<file path="config.mk">
export PLATFORM = sky130hd
export DESIGN_NAME = fgpio_top
export DESIGN_NICKNAME = d
export VERILOG_FILES = /design/src/design/fgpio_top.v /design/src/design/fgpio_port.v
export VERILOG_INCLUDE_DIRS = /design/src /design/src/inc
export SDC_FILE = /design/constraint.sdc
export NUM_CORES = 2
export LEC_CHECK = 0
export BUFFER_PORTS_ARGS = -buffer_cell sky130_fd_sc_hd__buf_2
export CORE_ASPECT_RATIO = 0.6
export CORE_MARGIN = 2
export CORE_UTILIZATION = 40
export CTS_CLUSTER_DIAMETER = 120
export DETAILED_ROUTE_END_ITERATION = 16
export HOLD_SLACK_MARGIN = 0.03
export PLACE_DENSITY = 0.66
export SKIP_CTS_REPAIR_TIMING = 1
export SLEW_MARGIN = 5
export SYNTH_ARGS = -nofsm -noshare
export SYNTH_HDL_FRONTEND = slang
export SYNTH_SLANG_ARGS = --single-unit
</file>
<file path="constraint.sdc">
create_clock -name I_SYS_CLK -period 3.2 [get_ports I_SYS_CLK]
set_input_delay 0.32 -clock I_SYS_CLK [delete_from_list [all_inputs] [get_ports I_SYS_CLK]]
set_output_delay 0.32 -clock I_SYS_CLK [all_outputs]
set_load 0.01 [all_outputs]
</file>
<file path="src/inc/fgpio_consts.vh">
// Purpose: Constants for the fast GPIO port with edge interrupts.
// Assumes: Included by fgpio_top.v and fgpio_port.v by bare name.
// Notes: Byte offsets are relative to the block base address.
// Function
// - Pins assigned to a peripheral follow that peripheral, not the port registers.
// - Software sets each pin's direction bit by bit at any time.
// - Dedicated set and clear registers change many output bits in one write.
// - Software reads the output latch and, separately, the sampled pin levels.
// - A mask register limits reads and writes to unmasked bit positions; here reads of the output latch (FGP_IDX_OUT) ignore the mask.
// - Byte, half-word and word accesses affect only the addressed byte lanes.
// - One write can update a whole port's output value.
// - Ports 0 and 2 pins, unless analog, interrupt on rising, falling or both.
// - Edge capture must work without a running clock in power-down; here edges are sampled on i_clk.
// - Any enabled pin edge interrupt can wake the chip from power-down.
// - After reset every pin is an input with its driver off.
// - A legacy copy of port 0 and port 1 controls sits at historic addresses.
// - Port 0 and 2 edge requests merge onto the shared external interrupt line.
`ifndef FGPIO_CONSTS_VH
`define FGPIO_CONSTS_VH

`define FGP_NPORTS        3
`define FGP_WIDTH         32
`define FGP_PORT_STRIDE   32'h0000_0040
`define FGP_LEG_BASE      32'h0000_0100
`define FGP_LEG_STRIDE    32'h0000_0020

// Register index inside one port window; byte offset is four times the index.
`define FGP_IDX_DIR       4'h0
`define FGP_IDX_MASK      4'h1
`define FGP_IDX_PIN       4'h2
`define FGP_IDX_SET       4'h3
`define FGP_IDX_CLR       4'h4
`define FGP_IDX_OUT       4'h5
`define FGP_IDX_RISE_EN   4'h6
`define FGP_IDX_FALL_EN   4'h7
`define FGP_IDX_RSTAT     4'h8
`define FGP_IDX_FSTAT     4'h9
`define FGP_IDX_RCLR      4'ha
`define FGP_IDX_FCLR      4'hb
`define FGP_IDX_LAST_IRQ  4'hb
`define FGP_IDX_LAST      4'h7

// Legacy window order: pin level, set, direction, clear.
`define FGP_LEG_PIN       2'h0
`define FGP_LEG_SET       2'h1
`define FGP_LEG_DIR       2'h2
`define FGP_LEG_CLR       2'h3

`define FGP_RST_WORD      32'h0000_0000
`define FGP_RESP_OKAY     2'h0
`define FGP_RESP_SLVERR   2'h2

`endif

</file>
<file path="src/design/fgpio_top.v">
// Purpose: Three-port fast GPIO block with an AXI4-Lite register slave.
// Assumes: All pins are synchronous to I_SYS_CLK; the reset is synchronous.
// Notes: Ports 0 and 2 carry edge interrupts; ports 0 and 1 have a legacy window.
//
// Design decisions made here: the address map and the AXI4-Lite register port.
`timescale 1ns/1ps
`include "fgpio_consts.vh"
module fgpio_top (
  input  wire        I_SYS_CLK,
  input  wire        I_RST,
  input  wire [31:0] I_AWADDR,
  input  wire        I_AWVALID,
  output reg         O_AWREADY,
  input  wire [31:0] I_WDATA,
  input  wire [3:0]  I_WSTRB,
  input  wire        I_WVALID,
  output reg         O_WREADY,
  output reg  [1:0]  O_BRESP,
  output reg         O_BVALID,
  input  wire        I_BREADY,
  input  wire [31:0] I_ARADDR,
  input  wire        I_ARVALID,
  output reg         O_ARREADY,
  output reg  [31:0] O_RDATA,
  output reg  [1:0]  O_RRESP,
  output reg         O_RVALID,
  input  wire        I_RREADY,
  input  wire [95:0] I_PIN_IN,
  input  wire [95:0] I_PERIPH_SEL,
  input  wire [95:0] I_PERIPH_OUT,
  input  wire [95:0] I_PERIPH_OE,
  input  wire [63:0] I_ANALOG_SEL,
  input  wire        I_EXT_IRQ3,
  output wire [95:0] O_PIN_OUT,
  output wire [95:0] O_PIN_OE,
  output reg         O_SHARED_EXTERNAL_IRQ_LINE,
  output reg         O_WAKE
);
  wire [31:0] port_rdata [0:2];
  wire [2:0]  port_irq;
  wire [95:0] analog_all = {I_ANALOG_SEL[63:32], 32'h0000_0000, I_ANALOG_SEL[31:0]};

  // Address decode shared by both channels.
  reg  [1:0]  w_port, r_port;
  reg  [3:0]  w_idx, r_idx;
  reg         w_ok, r_ok, w_leg, r_leg;
  reg  [1:0]  dp;
  reg  [3:0]  di;
  reg         dok, dleg;

  task decode;
    input  [31:0] a;
    output [1:0]  port;
    output [3:0]  idx;
    output        ok;
    output        leg;
    begin
      port = 2'h0;
      idx  = 4'h0;
      ok   = 1'b0;
      leg  = 1'b0;
      if (a[31:9] == 23'h000000 && a[1:0] == 2'h0)
      begin
        if (a[8])
        begin
          // Legacy copies ignore the mask, as older software expects.
          leg  = 1'b1;
          port = {1'b0, a[5]};
          ok   = (a[7:6] == 2'h0) && (a[4] == 1'b0);
          case (a[3:2])
            `FGP_LEG_PIN: idx = `FGP_IDX_PIN;
            `FGP_LEG_SET: idx = `FGP_IDX_SET;
            `FGP_LEG_DIR: idx = `FGP_IDX_DIR;
            `FGP_LEG_CLR: idx = `FGP_IDX_CLR;
            default:      idx = `FGP_IDX_PIN;
          endcase
        end
        else
        begin
          port = a[7:6];
          idx  = a[5:2];
          if (a[7:6] == 2'h1)
            ok = (a[5:2] <= `FGP_IDX_LAST);
          else
            ok = (a[7:6] != 2'h3) && (a[5:2] <= `FGP_IDX_LAST_IRQ);
        end
      end
    end
  endtask

  always @*
  begin
    decode(I_AWADDR, dp, di, dok, dleg);
    w_port = dp;
    w_idx  = di;
    w_ok   = dok;
    w_leg  = dleg;
  end

  reg  [1:0]  rp;
  reg  [3:0]  ri;
  reg         rok, rleg;
  always @*
  begin
    decode(I_ARADDR, rp, ri, rok, rleg);
    r_port = rp;
    r_idx  = ri;
    r_ok   = rok;
    r_leg  = rleg;
  end

  // Write channel: both address and data are taken in the same cycle.
  wire wr_go = I_AWVALID && I_WVALID && !O_BVALID && !O_AWREADY;
  wire rd_go = I_ARVALID && !O_RVALID && !O_ARREADY;

  always @(posedge I_SYS_CLK)
  begin
    if (I_RST)
    begin
      O_AWREADY <= 1'b0;
      O_WREADY  <= 1'b0;
      O_BVALID  <= 1'b0;
      O_BRESP   <= `FGP_RESP_OKAY;
      O_ARREADY <= 1'b0;
      O_RVALID  <= 1'b0;
      O_RRESP   <= `FGP_RESP_OKAY;
      O_RDATA   <= 32'h0000_0000;
    end
    else
    begin
      O_AWREADY <= wr_go;
      O_WREADY  <= wr_go;
      if (wr_go)
      begin
        O_BVALID <= 1'b1;
        O_BRESP  <= w_ok ? `FGP_RESP_OKAY : `FGP_RESP_SLVERR;
      end
      else if (I_BREADY)
        O_BVALID <= 1'b0;
      O_ARREADY <= rd_go;
      if (rd_go)
      begin
        O_RVALID <= 1'b1;
        O_RRESP  <= r_ok ? `FGP_RESP_OKAY : `FGP_RESP_SLVERR;
        // Legacy reads see the whole port since no mask applies there.
        O_RDATA  <= r_ok ? port_rdata[r_port] : 32'h0000_0000;
      end
      else if (I_RREADY)
        O_RVALID <= 1'b0;
    end
  end

  genvar g;
  generate
    for (g = 0; g < `FGP_NPORTS; g = g + 1)
    begin : g_port
      fgpio_port #(
        .HAS_IRQ (g != 1)
      ) u_port (
        .i_clk        (I_SYS_CLK),
        .i_rst        (I_RST),
        .i_wr_en      (wr_go && w_ok && (w_port == g)),
        .i_no_mask    (w_leg),
        .i_wr_idx     (w_idx),
        .i_wdata      (I_WDATA),
        .i_wstrb      (I_WSTRB),
        .i_rd_idx     (r_idx),
        .i_rd_no_mask (r_leg),
        .i_pin_in     (I_PIN_IN[g*32 +: 32]),
        .i_periph_sel (I_PERIPH_SEL[g*32 +: 32]),
        .i_periph_out (I_PERIPH_OUT[g*32 +: 32]),
        .i_periph_oe  (I_PERIPH_OE[g*32 +: 32]),
        .i_analog     (analog_all[g*32 +: 32]),
        .o_rdata      (port_rdata[g]),
        .o_pin_out    (O_PIN_OUT[g*32 +: 32]),
        .o_pin_oe     (O_PIN_OE[g*32 +: 32]),
        .o_irq        (port_irq[g])
      );
    end
  endgenerate

  // Edge capture runs from the system clock here; a true clockless capture
  // cell would sit in the pad ring, and this flag is its stand-in.
  always @(posedge I_SYS_CLK)
  begin
    if (I_RST)
    begin
      O_SHARED_EXTERNAL_IRQ_LINE <= 1'b0;
      O_WAKE                     <= 1'b0;
    end
    else
    begin
      O_SHARED_EXTERNAL_IRQ_LINE <= port_irq[0] | port_irq[2] | I_EXT_IRQ3;
      O_WAKE                     <= port_irq[0] | port_irq[2];
    end
  end
endmodule // fgpio_top

</file>
<file path="src/design/fgpio_port.v">
// Purpose: One 32-pin GPIO port: direction, output latch, mask, edge capture.
// Assumes: Pins and peripheral controls are synchronous to i_clk.
// Notes: Edge logic is present only when HAS_IRQ is 1.
`timescale 1ns/1ps
`include "fgpio_consts.vh"
module fgpio_port #(
  parameter HAS_IRQ = 0
) (
  input  wire        i_clk,
  input  wire        i_rst,
  input  wire        i_wr_en,
  input  wire        i_no_mask,
  input  wire [3:0]  i_wr_idx,
  input  wire [31:0] i_wdata,
  input  wire [3:0]  i_wstrb,
  input  wire [3:0]  i_rd_idx,
  input  wire        i_rd_no_mask,
  input  wire [31:0] i_pin_in,
  input  wire [31:0] i_periph_sel,
  input  wire [31:0] i_periph_out,
  input  wire [31:0] i_periph_oe,
  input  wire [31:0] i_analog,
  output reg  [31:0] o_rdata,
  output reg  [31:0] o_pin_out,
  output reg  [31:0] o_pin_oe,
  output wire        o_irq
);
  reg  [31:0] dir_reg, out_reg, mask_reg, rise_en_reg, fall_en_reg, rstat_reg, fstat_reg, pin_reg, prev_reg;
  wire [31:0] lane = {{8{i_wstrb[3]}}, {8{i_wstrb[2]}}, {8{i_wstrb[1]}}, {8{i_wstrb[0]}}};
  wire [31:0] mask = i_no_mask ? 32'h0000_0000 : mask_reg;
  // Legacy reads bypass the mask, so older software sees the whole port.
  wire [31:0] rd_mask = i_rd_no_mask ? 32'h0000_0000 : mask_reg;
  wire [31:0] wbits = i_wdata & lane & ~mask;
  wire [31:0] keep = ~lane | mask;
  wire [31:0] edge_ok = ~i_analog;
  wire [31:0] rise_ev = (HAS_IRQ != 0) ? (pin_reg & ~prev_reg & rise_en_reg & edge_ok) : 32'h0000_0000;
  wire [31:0] fall_ev = (HAS_IRQ != 0) ? (~pin_reg & prev_reg & fall_en_reg & edge_ok) : 32'h0000_0000;
  wire        we_rclr = i_wr_en && (i_wr_idx == `FGP_IDX_RCLR);
  wire        we_fclr = i_wr_en && (i_wr_idx == `FGP_IDX_FCLR);

  assign o_irq = |(rstat_reg | fstat_reg);

  always @(posedge i_clk)
  begin
    if (i_rst)
    begin
      dir_reg     <= `FGP_RST_WORD;
      out_reg     <= `FGP_RST_WORD;
      mask_reg    <= `FGP_RST_WORD;
      rise_en_reg <= `FGP_RST_WORD;
      fall_en_reg <= `FGP_RST_WORD;
      rstat_reg   <= `FGP_RST_WORD;
      fstat_reg   <= `FGP_RST_WORD;
      pin_reg     <= `FGP_RST_WORD;
      prev_reg    <= `FGP_RST_WORD;
      o_pin_out   <= `FGP_RST_WORD;
      o_pin_oe    <= `FGP_RST_WORD;
    end
    else
    begin
      pin_reg  <= i_pin_in;
      prev_reg <= pin_reg;
      if (i_wr_en)
      begin
        case (i_wr_idx)
          `FGP_IDX_DIR:     dir_reg <= (dir_reg & keep) | wbits;
          `FGP_IDX_MASK:    mask_reg <= (mask_reg & ~lane) | (i_wdata & lane);
          `FGP_IDX_PIN:     out_reg <= (out_reg & keep) | wbits;
          `FGP_IDX_SET:     out_reg <= out_reg | wbits;
          `FGP_IDX_CLR:     out_reg <= out_reg & ~wbits;
          `FGP_IDX_RISE_EN: rise_en_reg <= (rise_en_reg & ~lane) | (i_wdata & lane);
          `FGP_IDX_FALL_EN: fall_en_reg <= (fall_en_reg & ~lane) | (i_wdata & lane);
          default:          out_reg <= out_reg;
        endcase
      end
      // A new edge in the clearing cycle wins, so no event is lost.
      rstat_reg <= (rstat_reg & ~(we_rclr ? (i_wdata & lane) : 32'h0000_0000)) | rise_ev;
      fstat_reg <= (fstat_reg & ~(we_fclr ? (i_wdata & lane) : 32'h0000_0000)) | fall_ev;
      o_pin_out <= (i_periph_sel & i_periph_out) | (~i_periph_sel & out_reg);
      o_pin_oe  <= (i_periph_sel & i_periph_oe) | (~i_periph_sel & dir_reg);
    end
  end

  always @*
  begin
    case (i_rd_idx)
      `FGP_IDX_DIR:     o_rdata = dir_reg & ~rd_mask;
      `FGP_IDX_MASK:    o_rdata = mask_reg;
      `FGP_IDX_PIN:     o_rdata = pin_reg & ~rd_mask;
      `FGP_IDX_OUT:     o_rdata = out_reg;
      `FGP_IDX_RISE_EN: o_rdata = rise_en_reg;
      `FGP_IDX_FALL_EN: o_rdata = fall_en_reg;
      `FGP_IDX_RSTAT:   o_rdata = rstat_reg;
      `FGP_IDX_FSTAT:   o_rdata = fstat_reg;
      default:          o_rdata = 32'h0000_0000;
    endcase
  end
endmodule // fgpio_port

</file>
# Yosys cells after proc, flatten, opt, wreduce, memory -nomap -nowiden
# Index checks and enable logic that the tools add are counted.
# W data, S select, Z words.
dict set report classes {
  bitwise_logic 121
  n_reduce_logical 56
  n_eq_ne 27
  div_mod_pow 0
  add_sub_neg 0
  magnitude_cmp 5
  mul 0
  n_shift 0
  mux 48
}
# operator count
set ops {}
lappend ops {{$and A32 B32 Y32} 58}
lappend ops {{$or A32 B32 Y32} 33}
lappend ops {{$not A32 Y32} 25}
lappend ops {{$pmux W32 S8} 3}
lappend ops {{$mux W32} 15}
lappend ops {{$pmux W32 S3} 3}
lappend ops {{$bmux W32 S2} 1}
lappend ops {{$reduce_or A32 Y1} 2}
lappend ops {{$logic_not A23 Y1} 2}
lappend ops {{$pmux W4 S4} 2}
lappend ops {{$reduce_and A2 Y1} 15}
lappend ops {{$eq A4 B3 Y1 const B} 6}
lappend ops {{$logic_and A1 B1 Y1} 21}
lappend ops {{$eq A4 B4 Y1 const B} 4}
lappend ops {{$mux W4} 4}
lappend ops {{$logic_not A2 Y1} 7}
lappend ops {{$mux W1} 14}
lappend ops {{$eq A4 B2 Y1 const B} 3}
lappend ops {{$mux W2} 6}
lappend ops {{$eq A2 B1 Y1 const B} 5}
lappend ops {{$eq A2 B2 Y1 const B} 5}
lappend ops {{$eq A4 B1 Y1 const B} 2}
lappend ops {{$le A4 B3 Y1 const B} 2}
lappend ops {{$le A4 B4 Y1 const B} 2}
lappend ops {{9 further kinds} 17}
dict set report word_totals {
  mem_count 0
  input_bits 556
  latch_bits 0
  wordCells 298
  romBits 0
  ram_bits 0
  output_inout_bits 235
  regBits 1066
}

# Depth between registers and ports, before layout
dict set report depth {
  word_depth 12
  depth_mapped 12
  depth_no_buf 7
}

# Modules after synthesis
# Synthesis repeated with hierarchy kept, for this count alone.
dict set report hier_totals {
  hier_cells 5458
  hier_area_um2 51304.2
}
# module instances cells_per_inst seq_area_each_um2 area_per_inst_um2
set by_module_without_submodules {}
lappend by_module_without_submodules {{fgpio_port at g_port[0].u_port ...} 2 1779 7046.8 16871.2}
lappend by_module_without_submodules {{fgpio_port at g_port[1].u_port} 1 1622 6406.1 15135.8}
lappend by_module_without_submodules {fgpio_top 1 278 800.8 2426.1}

# Least setup slack after synthesis
# No wires, ideal clock.
dict set report synth_timing {
  path_type {input port to flip-flop}
  from {input I_ARADDR[10]}
  to {register O_RDATA[14]}
  slack_ns 0.592
  required_time_ns 3.078
  cell_stages 8
  setup_ns 0.122
  arrival_ns 2.486
  path_buffers 1
  path_cell_list {nor4_2 -> nand4_2 -> or4_1 -> buf_2 -> mux2_4 -> a22o_1 -> o31a_1 -> a221o_1}
}
dict set report synth_between {
  elab_chain_cells 11
  elab_cells_between_ends 34
  cone_classes {eq/ne (7); mux (14); bitwise (10); reduce/logical (3)}
}
# element line
set synth_rtl {}
lappend synth_rtl {{start: declaration} fgpio_top.v:21} ;# input wire [31:0] I_ARADDR,
lappend synth_rtl {{$logic_not A23 Y1 *} fgpio_top.v:62} ;# if (a[31:9] == 23'h000000 && a[1:0] == 2'h0)
lappend synth_rtl {{$logic_and A1 B1 Y1 *} fgpio_top.v:62}
lappend synth_rtl {{$mux W1} fgpio_top.v:62}
lappend synth_rtl {{$mux W32} fgpio_port.v:32} ;# wire [31:0] rd_mask = i_rd_no_mask ? 32'h0000_0000 : mask_reg;
lappend synth_rtl {{$not A32 Y32} {fgpio_port.v:87, fgpio_port.v:89}}
lappend synth_rtl {{$and A32 B32 Y32 (on tied branches)} {fgpio_port.v:89, fgpio_port.v:87}}
lappend synth_rtl {{$pmux W32 S8} fgpio_port.v:86} ;# case (i_rd_idx)
lappend synth_rtl {{$bmux W32 S2} fgpio_top.v:146} ;# O_RDATA <= r_ok ? port_rdata[r_port] : 32'h0000_0000;
lappend synth_rtl {{$mux W32 (implied by the code) (2 in series)} fgpio_top.v:146}
lappend synth_rtl {{$mux W32 *} fgpio_top.v:146}
lappend synth_rtl {{end signal: assignment} fgpio_top.v:146}
lappend synth_rtl {{end: declaration} fgpio_top.v:24} ;# output reg [31:0] O_RDATA,
# Every way passes the cells marked *; elsewhere a longest branch is shown, timed or not. The select of a mux whose other input is x is not followed.
# A chain may end at the register's enable or synchronous reset.

# Worst setup path in the final report
dict set report layout_timing {
  from {input I_ARADDR[10]}
  to {register O_RDATA[6]}
}
# Same word-level chain as after synthesis.

==> metrics.md <==
| Metric | Value |
|---|---|
| Outcome | finished clean |
| Hold Path Class | in2reg |
| Least-Margin Pin Slew | 1.01 ns |
| Final WL | 264000 µm |
| Main synth FF type | dfxtp_1 |
| Die width | ~440 µm |
| Max Slew Vio Count | 0 |
| RR Startpoint | O_WREADY$_SDFF_PP0_ |
| Skew-Pair Late Insertion Delay | 0.78 ns |
| Worst IR drop on VDD | 0.407 mV |
| Fill cells | 10.3k |
| Pleak | 0.0253 µW |
| Hold depth | 3 |
| DIE HEIGHT | about 270 µm |
| H-tree levels | 3 |
| Crit end category | flop |
| Slew Limit Headroom | 32.2% |
| Area Overhead vs Synth | 36.5% |
| Crit-path max FO | 21 |
| Synth Cell Area | around 46000 µm² |
| WS Path Type | in2reg |
| Asr flop ratio synth | 0% |
| WP data arrival | 3.34 ns |
| Hold Fails Final Rpt | 0 |
| Total track usage | 41.7% |
| IO buf count | 788 |
| Yosys top cell by area | dfxtp_1 |
| Hold_sp | I_PERIPH_SEL[37] |
| Syn. warnings | 0 |
| Hold EP | g_port[1].u_port.o_pin_out[5]$_SDFF_PP0_ |
| CP max stage delay | 0.49 ns |
| Placer Congestion | 1.05 |
| Placed inst area | 53500 µm² |
| Largest net degree at the start of global routing | 137 |
| Crit path top cell by count | buf_4 |
| Total power divided by cell area | ~470 nW/µm² |
| Die area | approximately 120000 µm² |
| Total of max-cap violations | 0 |
| Detailed placer's ending HPWL | 196000 µm |
| Required time worst endpoint | 3.90 ns |
| Design area | 62500 µm² |
| Vias in the first global route | approximately 43k |
| Post-layout nets | 7201 |
| Detailed Routing Iterations Pass 1 | 7 |
| Setup TNS | 0 ns |
| Minimum hold slack | 0.00670 ns |
| Share of cells above drive strength 1 | between 20% and 30% |
| Seq/Total Area, Yosys | 46.5% |
| Via density | just over 6 |
| DP Worst Slack | -0.0456 ns |
| First-pass GRT wire length | 344000 µm |
| Final Setup Violations | 0 |
| Reg2Reg Setup Slack | about 0.6 ns |
| Worst Slack Setup Final | 0.555 ns |
| Fin util | 54.8% |
| Top-area cell type share of the netlist area | 46.5% |
| Unrepaired setup endpoints after global routing | no |
| Critical-path top delay cell | or3_2 |
| Initial Util | 40.2% |
| Fin crit share | 82.7% |
| Critical Path Start Type | input pin |
| Clk root buf | clkbuf_16 |
| Clk sinks | 1064 |
| Longest Clk Path Bufs | 3 |
| Initial antenna violation count | 36 |
| WL/cell | 32.0 µm |
| Core Area | 114000 µm² |
| Cell Rows | 96 |
| Synth Register Bits | 1064 |
| Num ports | 791 |
| Reg2reg path depth | 7 |
| Max Freq | 378 MHz |
| Synth Instances | 5278 |
| CTS tree | built |
| CP Cell Sequence | buf_2 -> nor4_2 -> nand4_2 -> buf_4 -> or3_2 -> buf_4 -> a21o_1 -> o21ai_0 -> buf_4 -> o31a_1 -> a221o_1 |
| Final global-route overflow total | 0 |
| Num CTS Buffers | 102 |
| Synth top area cells | dfxtp_1 (47%), mux2i_1 (9.3%), a21oi_1 (6.9%) |
| Setup Skew | roughly 0.045 ns |
| Crit path max-delay family | simple AND/OR/NAND/NOR gates |
| R2R Path End | g_port[2].u_port.dir_reg[30]$_SDFFE_PP0P_ |
| Remaining routing DRC violations | 0 |
| Yosys cell types | 68 |
| Post-DRT Antenna Nets | 0 |
| Clock transition at the registers of the reported paths | roughly 0.07 ns |
| Count of flip-flops with a built-in enable after synthesis | 0 |
| First DRT Iteration DRCs | 8131 |
| Post-route minimum period | 2.65 ns |
| Crit path buf inv count | 4 |
| Avg Cell Area, Syn | between 8 and 9 µm² |
| Vias post-DR | a little over 50k |
[cell families after synthesis]
family	Yosys count	share of synthesized area, %
AO/OA/AOI/OAI	1463	19.1
buffers and inverters	439	3.80
flip-flops	1064	46.5
multiplexers	446	9.83
other	1	0.00819
AND/OR/NAND/NOR	1865	20.7
[placed cells by master (no fill, tap or decap), types with 25 or more instances in the layout]
cell           instances
nand2b_1              55
dfxtp_1             1064
a222oi_1              25
buf_4                306
nand4_1              119
a21oi_1              628
mux2i_1              424
and3_1                28
clkbuf_16            102
nand3_1               35
or4bb_1              126
a221oi_1              37
buf_12                58
nand2_1              704
clkbuf_1              25
dlygate4sd3_1        542
buf_2                787
o21ai_0              423
a22o_1               111
o31ai_1               46
nor2_1               431
a22oi_1               71
nor2b_1              251
nor4_1                45
[synth_stat cells (30+ instances only)]
cell type,number
nor2_1,436
a22oi_1,71
a221oi_1,37
o31ai_1,46
buf_1,33
clkbuf_1,342
a22o_1,111
nand2b_1,55
dfxtp_1,1064
nor2b_1,254
or4bb_1,126
nand2_1,705
nor4_1,46
a21oi_1,628
nand4_1,119
and3_1,30
o21ai_0,423
mux2i_1,424
nand3_1,36
buf_2,52
[power by group]
| part | internal, µW | switching [µW] | leakage (µW) | total [µW] |
|---|---|---|---|---|
| sequential | 13400 | 204 | 0.00864 | 13600 |
| combinational | 1090 | 1490 | 0.0150 | 2590 |
| clock | 7310 | 5860 | 0.00173 | 13200 |
[metal layers]
metal / GRT usage [%] / share of wire (%)
met1: 57.4 / 40
met5: 0 / 0.11
met3: 18.1 / 15
met4: 21.2 / 6.0
met2: 54.4 / 39
[stage by stage]
stage / cells / power, µW
2_1_floorplan: 5279 / 14500
3_3_place_gp: 7518 / 15800
3_5_place_dp: 7518 / 15800
4_1_cts: 7705 / 28700
5_1_grt: 8249 / 30000
6_report: 8257 / 29400
[tightest hold or removal path, cell delays in order]
cell,delay (ns)
buf_2,0.11
mux2i_1,0.17
nor2_1,0.12
[cell type report]
class,instances,area (µm²),share of cell area [%]
multi-input combinational,3776,22900,36.6
inverter,7,26.3,0.0420
clock inverter,39,596,0.953
clock buffer,148,2940,4.70
antenna,10,25.0,0.0400
tap,1519,1900,3.04
sequential,1064,21300,34.1
timing repair buffer,1694,12800,20.5
[worst max path at each step]
stage	startpoint	to	slack (ns)	cells after the start
final	I_ARADDR[10]	O_RDATA[6]$_SDFFE_PP0P_	0.55	11
after global routing	O_WREADY$_SDFF_PP0_	flop	0.52	8
after CTS	O_WREADY$_SDFF_PP0_	flop	0.70	8
after detailed placement	I_ARADDR[13]	O_RDATA[7]$_SDFFE_PP0P_	-0.05	11
after global placement	I_ARADDR[13]	O_RDATA[7]$_SDFFE_PP0P_	-0.06	11
after floorplan	I_ARADDR[10]	O_RDATA[14]$_SDFFE_PP0P_	0.59	8
Power figures use the tool's default switching activity.
